--- src/uri_defs.vh ---
/*
 * Constants of the serial port register block: register indices, field
 * positions, reset values, interrupt layout and baud timing figures.
 * Assumes a single 20 MHz system clock and 32-bit Avalon-MM word access.
 */
`ifndef URI_DEFS_VH
`define URI_DEFS_VH

// Register indices; the byte address is four times the index.
`define URI_CTRL_IDX 16'hc0e0
`define URI_STAT_IDX 16'hc0e2
`define URI_DATA_IDX 16'hc0e4
`define URI_IRQ_STAT_IDX 16'hc100
`define URI_IRQ_EN_IDX 16'hc102
`define URI_IRQ_CLR_IDX 16'hc104

// Control fields and reset value.
`define URI_CTRL_ENABLE_BIT 0
`define URI_CTRL_BAUD_LSB 1
`define URI_CTRL_BAUD_MSB 3
`define URI_CTRL_BAUD_DIVIDE_BY_EIGHT_BIT 4
`define URI_CTRL_RESET 5'h07

// Status fields.
`define URI_STAT_TX_FULL_BIT 0
`define URI_STAT_RX_FULL_BIT 1

// Interrupt status layout.
`define URI_IRQ_TX_DONE_BIT 0
`define URI_IRQ_RX_GOT_BIT 1
`define URI_IRQ_FRAME_ERR_BIT 2

// Clock figures: system period and reference rate in MHz.
`define URI_CLK_PERIOD_NS 50
`define URI_CLK_MHZ (1000 / `URI_CLK_PERIOD_NS)
`define URI_REF_MHZ 48
`define URI_PRESCALE 8
`define URI_OVERSAMPLE 16

// Reference-clock ticks per sixteenth of a bit for each baud code.
`define URI_DIV_115K2 26
`define URI_DIV_57K6 52
`define URI_DIV_38K4 78
`define URI_DIV_28K8 104
`define URI_DIV_19K2 156
`define URI_DIV_14K4 208
`define URI_DIV_9K6 312
`define URI_DIV_7K2 417

`endif

--- src/uri_top.v ---
/*
 * Serial port with control, status and data registers behind an Avalon-MM
 * slave with waitrequest, a transmitter, a receiver and interrupt logic.
 * Assumes the master holds its request until waitrequest is seen low, and
 * that the receive pin is asynchronous to i_clock.
 */
// The Avalon-MM interface to the registers was chosen for this implementation.
`timescale 1ns/1ns
`include "uri_defs.vh"

module uri_top (
    input wire i_clock,                  // 20 MHz system clock.
    input wire i_reset_n,                // Asynchronous reset, active low.
    input wire [17:0] i_address,         // Avalon byte address.
    input wire i_read,                   // Avalon read request.
    input wire i_write,                  // Avalon write request.
    input wire [31:0] i_writedata,       // Avalon write data.
    input wire [3:0] i_byteenable,       // Avalon byte enables.
    output reg [31:0] o_readdata,        // Avalon read data.
    output reg o_waitrequest,            // Avalon waitrequest.
    output reg o_irq,                    // Level interrupt from sticky status.
    input wire i_int_enable_serial,      // Serial-port bit of the CPU interrupt enable.
    output reg o_cpu_int4,               // Transmit-empty CPU interrupt.
    output reg o_cpu_int5,               // Receive-full CPU interrupt.
    output reg o_shared_pin_transmit,    // Serial transmit pin level.
    output reg o_shared_pin_transmit_oe, // High while the port drives the pin.
    input wire i_shared_pin_receive      // Serial receive pin.
);

    localparam RX_IDLE = 2'd0;
    localparam RX_START = 2'd1;
    localparam RX_DATA = 2'd2;
    localparam RX_STOP = 2'd3;
    localparam [17:0] ADDR_CTRL = {`URI_CTRL_IDX, 2'b00};
    localparam [17:0] ADDR_STAT = {`URI_STAT_IDX, 2'b00};
    localparam [17:0] ADDR_DATA = {`URI_DATA_IDX, 2'b00};
    localparam [17:0] ADDR_IRQ_STAT = {`URI_IRQ_STAT_IDX, 2'b00};
    localparam [17:0] ADDR_IRQ_EN = {`URI_IRQ_EN_IDX, 2'b00};
    localparam [17:0] ADDR_IRQ_CLR = {`URI_IRQ_CLR_IDX, 2'b00};
    localparam [16:0] REF_STEP = `URI_REF_MHZ;
    localparam [16:0] CLK_WEIGHT = `URI_CLK_MHZ;
    localparam [16:0] PRESCALE = `URI_PRESCALE;
    localparam [16:0] DIV_115K2 = `URI_DIV_115K2;
    localparam [16:0] DIV_57K6 = `URI_DIV_57K6;
    localparam [16:0] DIV_38K4 = `URI_DIV_38K4;
    localparam [16:0] DIV_28K8 = `URI_DIV_28K8;
    localparam [16:0] DIV_19K2 = `URI_DIV_19K2;
    localparam [16:0] DIV_14K4 = `URI_DIV_14K4;
    localparam [16:0] DIV_9K6 = `URI_DIV_9K6;
    localparam [16:0] DIV_7K2 = `URI_DIV_7K2;

    reg wait_reg;
    reg [4:0] ctrl_reg;
    reg tx_full_reg;
    reg rx_full_reg;
    reg [7:0] tx_data_reg;
    reg [7:0] rx_data_reg;
    reg [2:0] irq_stat_reg;
    reg [2:0] irq_stat_next;
    reg [2:0] irq_en_reg;
    reg [16:0] acc_reg;
    reg [16:0] acc_sum;
    reg [16:0] div_sel;
    reg [16:0] thr;
    reg tick_reg;
    reg rx_s1_reg;
    reg rx_s2_reg;
    reg rx_s3_reg;
    reg rx_level_reg;
    reg tx_busy_reg;
    reg [9:0] tx_shift_reg;
    reg [3:0] tx_bit_reg;
    reg [3:0] tx_tick_reg;
    reg [1:0] rx_state_reg;
    reg [3:0] rx_tick_reg;
    reg [2:0] rx_bit_reg;
    reg [7:0] rx_shift_reg;

    wire enable = ctrl_reg[`URI_CTRL_ENABLE_BIT];
    wire req = i_read | i_write;
    wire accept = req & ~wait_reg;
    wire wr_ok = accept & i_write & i_byteenable[0];
    wire rd_data = accept & i_read & (i_address == ADDR_DATA);
    wire tx_done = tx_busy_reg & tick_reg & (tx_tick_reg == 4'hf) & (tx_bit_reg == 4'd9);
    wire rx_end = (rx_state_reg == RX_STOP) & tick_reg & (rx_tick_reg == 4'hf);
    wire rx_got = rx_end & rx_level_reg;
    wire rx_bad = rx_end & ~rx_level_reg;

    // Waitrequest drops for one cycle per request; the access acts at that edge.
    always @(posedge i_clock or negedge i_reset_n) begin
        if (!i_reset_n) begin
            wait_reg <= 1'b1;
            o_waitrequest <= 1'b1;
        end else begin
            wait_reg <= ~(req & wait_reg);
            o_waitrequest <= ~(req & wait_reg);
        end
    end

    // Read data is captured one cycle ahead so it stands when waitrequest is low.
    always @(posedge i_clock or negedge i_reset_n) begin
        if (!i_reset_n) begin
            o_readdata <= 32'h0;
        end else if (i_read & wait_reg) begin
            case (i_address)
                ADDR_CTRL: o_readdata <= {27'h0, ctrl_reg};
                ADDR_STAT: o_readdata <= {30'h0, rx_full_reg, tx_full_reg};
                ADDR_DATA: o_readdata <= {24'h0, rx_data_reg};
                ADDR_IRQ_STAT: o_readdata <= {29'h0, irq_stat_reg};
                ADDR_IRQ_EN: o_readdata <= {29'h0, irq_en_reg};
                default: o_readdata <= 32'h0;
            endcase
        end
    end

    // Control and interrupt-enable writes; reserved bits are simply not stored.
    always @(posedge i_clock or negedge i_reset_n) begin
        if (!i_reset_n) begin
            ctrl_reg <= `URI_CTRL_RESET;
            irq_en_reg <= 3'h0;
        end else if (wr_ok) begin
            if (i_address == ADDR_CTRL) begin
                ctrl_reg <= i_writedata[4:0];
            end
            if (i_address == ADDR_IRQ_EN) begin
                irq_en_reg <= i_writedata[2:0];
            end
        end
    end

    // Buffer flags. The status address has no write path at all.
    always @(posedge i_clock or negedge i_reset_n) begin
        if (!i_reset_n) begin
            tx_full_reg <= 1'b0;
            rx_full_reg <= 1'b0;
            tx_data_reg <= 8'h0;
            rx_data_reg <= 8'h0;
        end else begin
            if (wr_ok && i_address == ADDR_DATA) begin
                tx_data_reg <= i_writedata[7:0];
                tx_full_reg <= 1'b1;
            end else if (tx_done) begin
                tx_full_reg <= 1'b0;
            end
            // A byte landing in the same cycle as the read keeps the flag set.
            if (rx_got) begin
                rx_data_reg <= rx_shift_reg;
                rx_full_reg <= 1'b1;
            end else if (rd_data) begin
                rx_full_reg <= 1'b0;
            end
        end
    end

    // Sticky interrupt bits; a new event beats a clear in the same cycle.
    always @* begin
        irq_stat_next = irq_stat_reg;
        if (wr_ok && i_address == ADDR_IRQ_CLR) begin
            irq_stat_next = irq_stat_reg & ~i_writedata[2:0];
        end
        irq_stat_next = irq_stat_next | {rx_bad, rx_got, tx_done};
    end

    // Interrupt outputs, all registered.
    always @(posedge i_clock or negedge i_reset_n) begin
        if (!i_reset_n) begin
            irq_stat_reg <= 3'h0;
            o_irq <= 1'b0;
            o_cpu_int4 <= 1'b0;
            o_cpu_int5 <= 1'b0;
        end else begin
            irq_stat_reg <= irq_stat_next;
            o_irq <= |(irq_stat_next & irq_en_reg);
            o_cpu_int4 <= i_int_enable_serial & enable & ~tx_full_reg;
            o_cpu_int5 <= i_int_enable_serial & rx_full_reg;
        end
    end

    // Baud code to reference ticks per sixteenth bit.
    always @* begin
        case (ctrl_reg[`URI_CTRL_BAUD_MSB:`URI_CTRL_BAUD_LSB])
            3'd0: div_sel = DIV_115K2;
            3'd1: div_sel = DIV_57K6;
            3'd2: div_sel = DIV_38K4;
            3'd3: div_sel = DIV_28K8;
            3'd4: div_sel = DIV_19K2;
            3'd5: div_sel = DIV_14K4;
            3'd6: div_sel = DIV_9K6;
            default: div_sel = DIV_7K2;
        endcase
        // The prescaler stretches every sixteenth by eight; the product fits 17 bits.
        if (ctrl_reg[`URI_CTRL_BAUD_DIVIDE_BY_EIGHT_BIT]) begin
            thr = div_sel * CLK_WEIGHT * PRESCALE;
        end else begin
            thr = div_sel * CLK_WEIGHT;
        end
        acc_sum = acc_reg + REF_STEP;
    end

    // Each system cycle stands for 2.4 reference ticks; the accumulator
    // carries the fraction so the long-run rate matches the 48 MHz division.
    always @(posedge i_clock or negedge i_reset_n) begin
        if (!i_reset_n) begin
            acc_reg <= 17'h0;
            tick_reg <= 1'b0;
        end else if (!enable) begin
            acc_reg <= 17'h0;
            tick_reg <= 1'b0;
        end else if (acc_sum >= thr) begin
            acc_reg <= acc_sum - thr;
            tick_reg <= 1'b1;
        end else begin
            acc_reg <= acc_sum;
            tick_reg <= 1'b0;
        end
    end

    // Receive pin synchroniser; a level counts once stages two and three agree.
    always @(posedge i_clock or negedge i_reset_n) begin
        if (!i_reset_n) begin
            rx_s1_reg <= 1'b1;
            rx_s2_reg <= 1'b1;
            rx_s3_reg <= 1'b1;
            rx_level_reg <= 1'b1;
        end else begin
            rx_s1_reg <= i_shared_pin_receive;
            rx_s2_reg <= rx_s1_reg;
            rx_s3_reg <= rx_s2_reg;
            if (rx_s2_reg == rx_s3_reg) begin
                rx_level_reg <= rx_s3_reg;
            end
        end
    end

    // Transmitter: start, eight data bits LSB first, stop, sixteen ticks each.
    always @(posedge i_clock or negedge i_reset_n) begin
        if (!i_reset_n) begin
            tx_busy_reg <= 1'b0;
            tx_shift_reg <= 10'h3ff;
            tx_bit_reg <= 4'h0;
            tx_tick_reg <= 4'h0;
        end else if (!enable) begin
            tx_busy_reg <= 1'b0;
            tx_shift_reg <= 10'h3ff;
            tx_bit_reg <= 4'h0;
            tx_tick_reg <= 4'h0;
        end else if (!tx_busy_reg) begin
            if (tx_full_reg) begin
                tx_busy_reg <= 1'b1;
                tx_shift_reg <= {1'b1, tx_data_reg, 1'b0};
                tx_bit_reg <= 4'h0;
                tx_tick_reg <= 4'h0;
            end
        end else if (tick_reg) begin
            tx_tick_reg <= tx_tick_reg + 4'h1;
            if (tx_tick_reg == 4'hf) begin
                tx_shift_reg <= {1'b1, tx_shift_reg[9:1]};
                tx_bit_reg <= tx_bit_reg + 4'h1;
                if (tx_bit_reg == 4'd9) begin
                    tx_busy_reg <= 1'b0;
                end
            end
        end
    end

    // Pin drive; disabling the port hands the pin back by dropping the enable.
    always @(posedge i_clock or negedge i_reset_n) begin
        if (!i_reset_n) begin
            o_shared_pin_transmit <= 1'b1;
            o_shared_pin_transmit_oe <= 1'b0;
        end else begin
            o_shared_pin_transmit <= tx_busy_reg ? tx_shift_reg[0] : 1'b1;
            o_shared_pin_transmit_oe <= enable;
        end
    end

    // Receiver: confirm start at mid-bit, then sample every sixteen ticks.
    always @(posedge i_clock or negedge i_reset_n) begin
        if (!i_reset_n) begin
            rx_state_reg <= RX_IDLE;
            rx_tick_reg <= 4'h0;
            rx_bit_reg <= 3'h0;
            rx_shift_reg <= 8'h0;
        end else if (!enable) begin
            rx_state_reg <= RX_IDLE;
            rx_tick_reg <= 4'h0;
            rx_bit_reg <= 3'h0;
        end else begin
            case (rx_state_reg)
                RX_IDLE: begin
                    rx_tick_reg <= 4'h0;
                    if (!rx_level_reg) begin
                        rx_state_reg <= RX_START;
                    end
                end
                RX_START: begin
                    if (tick_reg) begin
                        rx_tick_reg <= rx_tick_reg + 4'h1;
                        if (rx_tick_reg == 4'h7) begin
                            // A glitch shorter than half a bit is dropped here.
                            rx_tick_reg <= 4'h0;
                            rx_bit_reg <= 3'h0;
                            rx_state_reg <= rx_level_reg ? RX_IDLE : RX_DATA;
                        end
                    end
                end
                RX_DATA: begin
                    if (tick_reg) begin
                        rx_tick_reg <= rx_tick_reg + 4'h1;
                        if (rx_tick_reg == 4'hf) begin
                            rx_shift_reg <= {rx_level_reg, rx_shift_reg[7:1]};
                            rx_bit_reg <= rx_bit_reg + 3'h1;
                            if (rx_bit_reg == 3'h7) begin
                                rx_state_reg <= RX_STOP;
                            end
                        end
                    end
                end
                RX_STOP: begin
                    if (tick_reg) begin
                        rx_tick_reg <= rx_tick_reg + 4'h1;
                        if (rx_tick_reg == 4'hf) begin
                            rx_state_reg <= RX_IDLE;
                        end
                    end
                end
                default: rx_state_reg <= RX_IDLE;
            endcase
        end
    end

endmodule // uri_top

--- config.mk ---
export PLATFORM = sky130hd
export DESIGN_NAME = uri_top
export DESIGN_NICKNAME = d
export VERILOG_FILES = /design/src/uri_top.v
export VERILOG_INCLUDE_DIRS = /design/src /design/src/src
export SDC_FILE = /design/constraint.sdc
export NUM_CORES = 1
export LEC_CHECK = 0
export BUFFER_PORTS_ARGS = -buffer_cell sky130_fd_sc_hd__buf_2
export CAP_MARGIN = 20
export CORE_UTILIZATION = 45
export CTS_CLUSTER_DIAMETER = 150
export DETAILED_ROUTE_END_ITERATION = 6
export PLACE_DENSITY = 0.62
export SYNTH_ARGS = -nofsm -noshare
export SYNTH_HDL_FRONTEND = slang
export SYNTH_SLANG_ARGS = --single-unit
--- constraint.sdc ---
create_clock -name i_clock -period 6.5 [get_ports i_clock]
set_input_delay 0.65 -clock i_clock [delete_from_list [all_inputs] [get_ports i_clock]]
set_output_delay 0.65 -clock i_clock [all_outputs]
set_load 0.03 [all_outputs]
Yosys cells after proc, flatten, opt, wreduce, memory -nomap -nowiden
Cells that the tools add are included.

Bits of input ports: 60. Register bits: 125.

Multiplexer cells: 54. $add $sub $neg: 6. Multiply operators: 1. Equality and inequality tests: 34. $lt $le $gt $ge: 1. Bitwise gates (word level): 26. Reduce and logical (&&, ||, !) cells: 16.

Operators by type and width (number): $eq 18x18->1 const B (6); $pmux 9 s7 (1); $mux 17 (3); $mux 10 (5); $mux 4 (12); $pmux 8 s5 (1); $ne 3x3->1 const B (8); $mux 2 (10); $mux 3 (6); $add 17x6->17 const B (1); $and 1x1->1 (17); $ge 17x17->1 (1); $mul 17x3->15 const B (1); $sub 17x17->17 (1); $mux 1 (13); $add 4x1->4 const B (3); $eq 3x3->1 const B (4); $eq 4x4->1 const B (3); $pmux 4 s3 (1); $ne 3x2->1 const B (3); $pmux 2 s4 (1); $reduce_and 2->1 (4); $reduce_and 8->1 (1); $and 3x3->3 (2); other kinds (22) (30).

Longest topological paths before layout
Depth after elaboration: 9. Mapped depth: 22.

Least setup slack after synthesis
OpenSTA, ideal clock, no wires.

Path kind: flip-flop to flip-flop. Start: register ctrl_reg[1]. End: register acc_reg[3]. Setup time: 134 ps. Stages on the path, launching flop included: 23. Arrival: 4453 ps. Buffers on the path: 3. Path slack: 1913 ps. Required time: 6366 ps. Cells stage by stage: dfstp_2 clkbuf_1 inv_1 ha_1 clkbuf_1 o21ai_0 a21oi_1 ha_1 ha_1 a311oi_1 o21bai_1 a22oi_1 xnor2_1 o21ai_0 ha_1 and3_1 nand3_1 a211oi_1 a211o_1 a31oi_4 buf_6 mux2i_1 nor2_1.

Word-level cells in the longest chain between the ends: 7. Elaborated cells between the ends (all ways): 14. Classes of those cells: add/sub: 1; mul: 1; order compare: 1; eq/ne: 6; mux: 4; reduce/logical: 1.

Ends and longest elaborated chain: from (decl) (line uri_top.v:53) `reg [4:0] ctrl_reg;`; from (signal assigned) (line uri_top.v:119) `` ctrl_reg <= `URI_CTRL_RESET; ``; from (signal assigned) (line uri_top.v:123) `ctrl_reg <= i_writedata[4:0];`; $eq 3x3->1 (tied with other cells) (line uri_top.v:181) `` case (ctrl_reg[`URI_CTRL_BAUD_MSB:`URI_CTRL_BAUD_LSB]) ``; $pmux 9 s7 (*) (line uri_top.v:181); $mul 17x3->15 (*) (line uri_top.v:195) `thr = div_sel * CLK_WEIGHT;`; $mux 17 (*) (line uri_top.v:192) `` if (ctrl_reg[`URI_CTRL_BAUD_DIVIDE_BY_EIGHT_BIT]) begin ``; $sub 17x17->17 or $ge 17x17->1 (tied branches) (line uri_top.v:210, uri_top.v:209); $mux 17 (*) (line uri_top.v:209) `end else if (acc_sum >= thr) begin`; $mux 17 (*) (line uri_top.v:206) `end else if (!enable) begin`; to (signal assigned) (line uri_top.v:210) `acc_reg <= acc_sum - thr;`; to (signal assigned) (line uri_top.v:213) `acc_reg <= acc_sum;`; to (decl) (line uri_top.v:61) `reg [16:0] acc_reg;`.

Every way passes the cells marked *; elsewhere a longest branch is shown, timed or not. A chain may end at the register's enable or synchronous reset.

Worst setup path after layout
Same ends and word-level chain as after synthesis.

==> flow_summary.json <==
{
  "status": "complete, no violations",
  "ys_ff_latch": 98,
  "clockPowerShare": 0.228,
  "critPathSlowestCell": "a31oi_4",
  "root_buffer": "clkbuf_16",
  "avgSynthCellArea_um2": 10.11,
  "arrival_ns": 5.43,
  "setup_viol": 0,
  "routed_wl_um": 12130,
  "setup_tns_ns": 0,
  "ys_seq_area_frac": 0.4177,
  "cts_setup_buffers": 0,
  "cts_buffer_depth": 2,
  "relSlewSlack": 0.3851,
  "syn_to_final_growth_pct": 9.523,
  "syn-cell-area_um2": 5926,
  "cts_tree": "built",
  "critPathRequiredTime_ns": 6.71,
  "vdd_drop_max_uv": 179.6,
  "die_h_um": 116.8,
  "post_dp_cell_area_um2": 6193,
  "die_x_um": 116.8,
  "worstSetupStartpoint": "ctrl_reg[1]$_DFFE_PN1P_",
  "wl_per_cell_um": 15.14,
  "cp-end-kind": "flip-flop",
  "detailed_place_hpwl_um": 8888,
  "syn_inst": 586,
  "route.vias.total": 4294,
  "final_cells": 801,
  "drc_errors": 0,
  "io_pins": 98,
  "timing.rr.start": "ctrl_reg[1]$_DFFE_PN1P_",
  "ant_nets": 0,
  "p_sw_mw": 0.9008,
  "ys.flop_type": "dfrtp_1",
  "first_pass_iters": 4,
  "yosys_warnings": 0,
  "grt_pass1_vias": 4193,
  "final_max_slew_viol_count": 0,
  "min_period_ns": 5.217,
  "crit_type": "flip-flop to flip-flop",
  "switching_share": 0.3859,
  "worstPathCellList": "inv_1 -> ha_1 -> o21ai_0 -> a21oi_1 -> ha_1 -> ha_1 -> a311oi_1 -> o21bai_1 -> a22oi_1 -> xnor2_1 -> o21ai_0 -> ha_1 -> and3_1 -> nand3_1 -> a211oi_1 -> a211o_1 -> a31oi_4 -> mux2i_1 -> nor2_1",
  "place.gp.congestion": 0.8513,
  "antenna_found_initial": 0,
  "antenna_cells": 0,
  "largest_reg_flops": 15,
  "fin_worst_skew_ns": 0.01025,
  "grt_pass1_wl_um": 20270,
  "p_comb_frac": 0.439,
  "start_util": 0.4658,
  "grt_setup_unrepaired": "false",
  "rows": 41,
  "drive_gt1_frac": 0.2019,
  "synth_edf_count": 0,
  "io_buffers": 46,
  "clock_latency_ns": 0.36,
  "grt_max_degree": 76,
  "worst_slack_ns": 1.283,
  "max_freq_mhz": 191.7,
  "cts-resized-gates": 0,
  "period_share": 0.8025,
  "dr.first_iter.drc_count": 180,
  "powerDensity_nw_per_um2": 359.7,
  "hold_path.class": "input port to async pin",
  "dieArea_um2": 13630,
  "final_area_um2": 6490,
  "routed_via_density": 5.361,
  "max_stage_delay_ns": 0.69,
  "cts_buffers": 9,
  "core_area_um2": 12720,
  "critPathLaunchType": "flip-flop",
  "grt_usage": 0.1942,
  "power_mw": 2.334,
  "dp.cells": 785,
  "final_net_count": 719,
  "grt.overflow.total": 0,
  "hold_viol": 0,
  "postCtsHoldBufs": 0,
  "ys_async_sr_fraction": 1.000,
  "seqPwrFrac": 0.333,
  "drv_cap": 0,
  "tightest_slew_ns": 0.9224,
  "fillers": 1211,
  "cts_htree_levels": 3,
  "power_leakage_nw": 3.020,
  "internal_power_mw": 1.434,
  "clock-sinks": 98,
  "critPathMostFrequentCell": "ha_1",
  "critPathMaxFanout": 21,
  "synth_cell_type_count": 72,
  "place_ws_ns": 1.309,
  "clk_pin_slew_ns": 0.07
}
-- critical path, delay by kind of cell, from the launching register on --
kind            cells  cell delay (ns)
mux                 1             0.27
flops               1             0.64
fa+ha+maj           4             1.23
compound gates      9             2.21
simple gates        3             0.37
buf+inv             1             0.17
xor+xnor            1             0.17
-- area by class of cell --
type                       count  area, um2  area share
clock buffer                  10      239.0     0.03682
clock inverter                 6      57.56    0.008868
inverter                      20      75.07     0.01157
tap                          172      215.2     0.03316
multi-input combinational    448       3188      0.4912
sequential                    98       2475      0.3813
timing repair buffer          47      240.2     0.03702
-- synth_stat cells (all sizes together), types with 3 or more instances --
library cell  number  area (um2)
nor3b              3       22.52
inv               19       71.32
o21bai             5       37.54
xnor2             30       262.8
a31oi              4       40.04
a21o               9       67.56
nand3             14       70.07
nor3               8       50.05
a21oi             21       105.1
mux2i             15       150.1
xor2               9       78.83
mux2              34       382.9
a221oi             4       35.03
and2               6       37.54
a22o               3       26.28
nand3b             4       30.03
o22ai              8       50.05
and3              11       73.82
a22oi              5       37.54
nor2              60       227.7
nand2b             3       18.77
o21a               5       37.54
ha                34       425.4
buf               31       229.0
dfstp             18       473.0
nor4               6       67.56
dfrtp             80        2002
nand4              7       43.79
a211oi             6       55.05
clkbuf            13       48.80
o21ai             35       175.2
nand2             40       150.1
nor2b              5       41.29
-- routing by layer --
metal  track usage  share of wire
met5             0              0
met4       0.08692          0.021
met3       0.03010          0.028
met2        0.3093           0.46
met1        0.2618           0.49
-- logic make-up (layout without fill, tap and decap cells) --
group | after synthesis | count (layout) | synth area share
other | 1 | 25 | 0.0006328
buffers and inverters | 64 | 83 | 0.05954
AOI/OAI and AO/OA | 122 | 122 | 0.1392
adders and majority gates | 36 | 36 | 0.07686
muxes | 49 | 49 | 0.08995
DFF | 98 | 98 | 0.4177
xor gates and xnor gates | 39 | 39 | 0.05764
and+or+nand+nor | 177 | 177 | 0.1586
-- cell usage in the layout (no fill, tap or decap), types with 5 or more instances in the layout --
master | Yosys | routed
dfrtp_1 | 80 | 80
nor2_1 | 59 | 59
buf_2 | 3 | 45
nand2_1 | 40 | 40
ha_1 | 34 | 34
xnor2_1 | 30 | 30
mux2_2 | 29 | 29
o21ai_0 | 25 | 25
conb_1 | 1 | 25
a21oi_1 | 21 | 21
inv_1 | 19 | 19
dfstp_2 | 18 | 18
mux2i_1 | 15 | 15
nand3_1 | 14 | 14
and3_1 | 10 | 10
o21ai_1 | 10 | 10
xor2_1 | 9 | 9
a21o_1 | 9 | 9
clkbuf_16 | 0 | 9
o22ai_1 | 8 | 8
nand4_1 | 7 | 7
nor3_1 | 6 | 6
and2_1 | 6 | 6
o21bai_1 | 5 | 5
a22oi_1 | 5 | 5
o21a_1 | 5 | 5
mux2_1 | 5 | 5
-- path summary, 6_finish.rpt --
kind | to | cells past startpoint | slack [ns]
setup reg to reg | acc_reg[3]$_DFFE_PN0P_ | 19 | 1.28
hold / removal | tx_data_reg[1]$_DFFE_PN0P_ | 1 | 0.17
min in group i_clock | rx_s2_reg$_DFF_PN1_ | 0 | 0.36
setup / recovery | acc_reg[3]$_DFFE_PN0P_ | 19 | 1.28
max in group asynchronous | o_readdata[4]$_DFFE_PN0P_ | 2 | 5.11
hold reg to reg | rx_s2_reg$_DFF_PN1_ | 0 | 0.36
-- per-stage QoR --
stage,util,hold slack (ns)
2_1_floorplan,-,0.3452
3_3_place_gp,0.4868,0.3461
3_5_place_dp,0.4868,0.3489
4_1_cts,0.5101,0.1768
5_1_grt,0.5101,0.1927
6_report,0.5101,0.1731
-- power by group through the flow --
stage          registers [mW]  logic, mW  clock network, mW
6_report                0.777       1.02              0.533
5_1_grt                 0.790       1.15              0.573
4_1_cts                 0.777       1.03              0.552
3_5_place_dp            0.788       1.02                  0
3_3_place_gp            0.782       1.00                  0
2_1_floorplan           0.763      0.881                  0
Power figures use the tool's default switching activity.
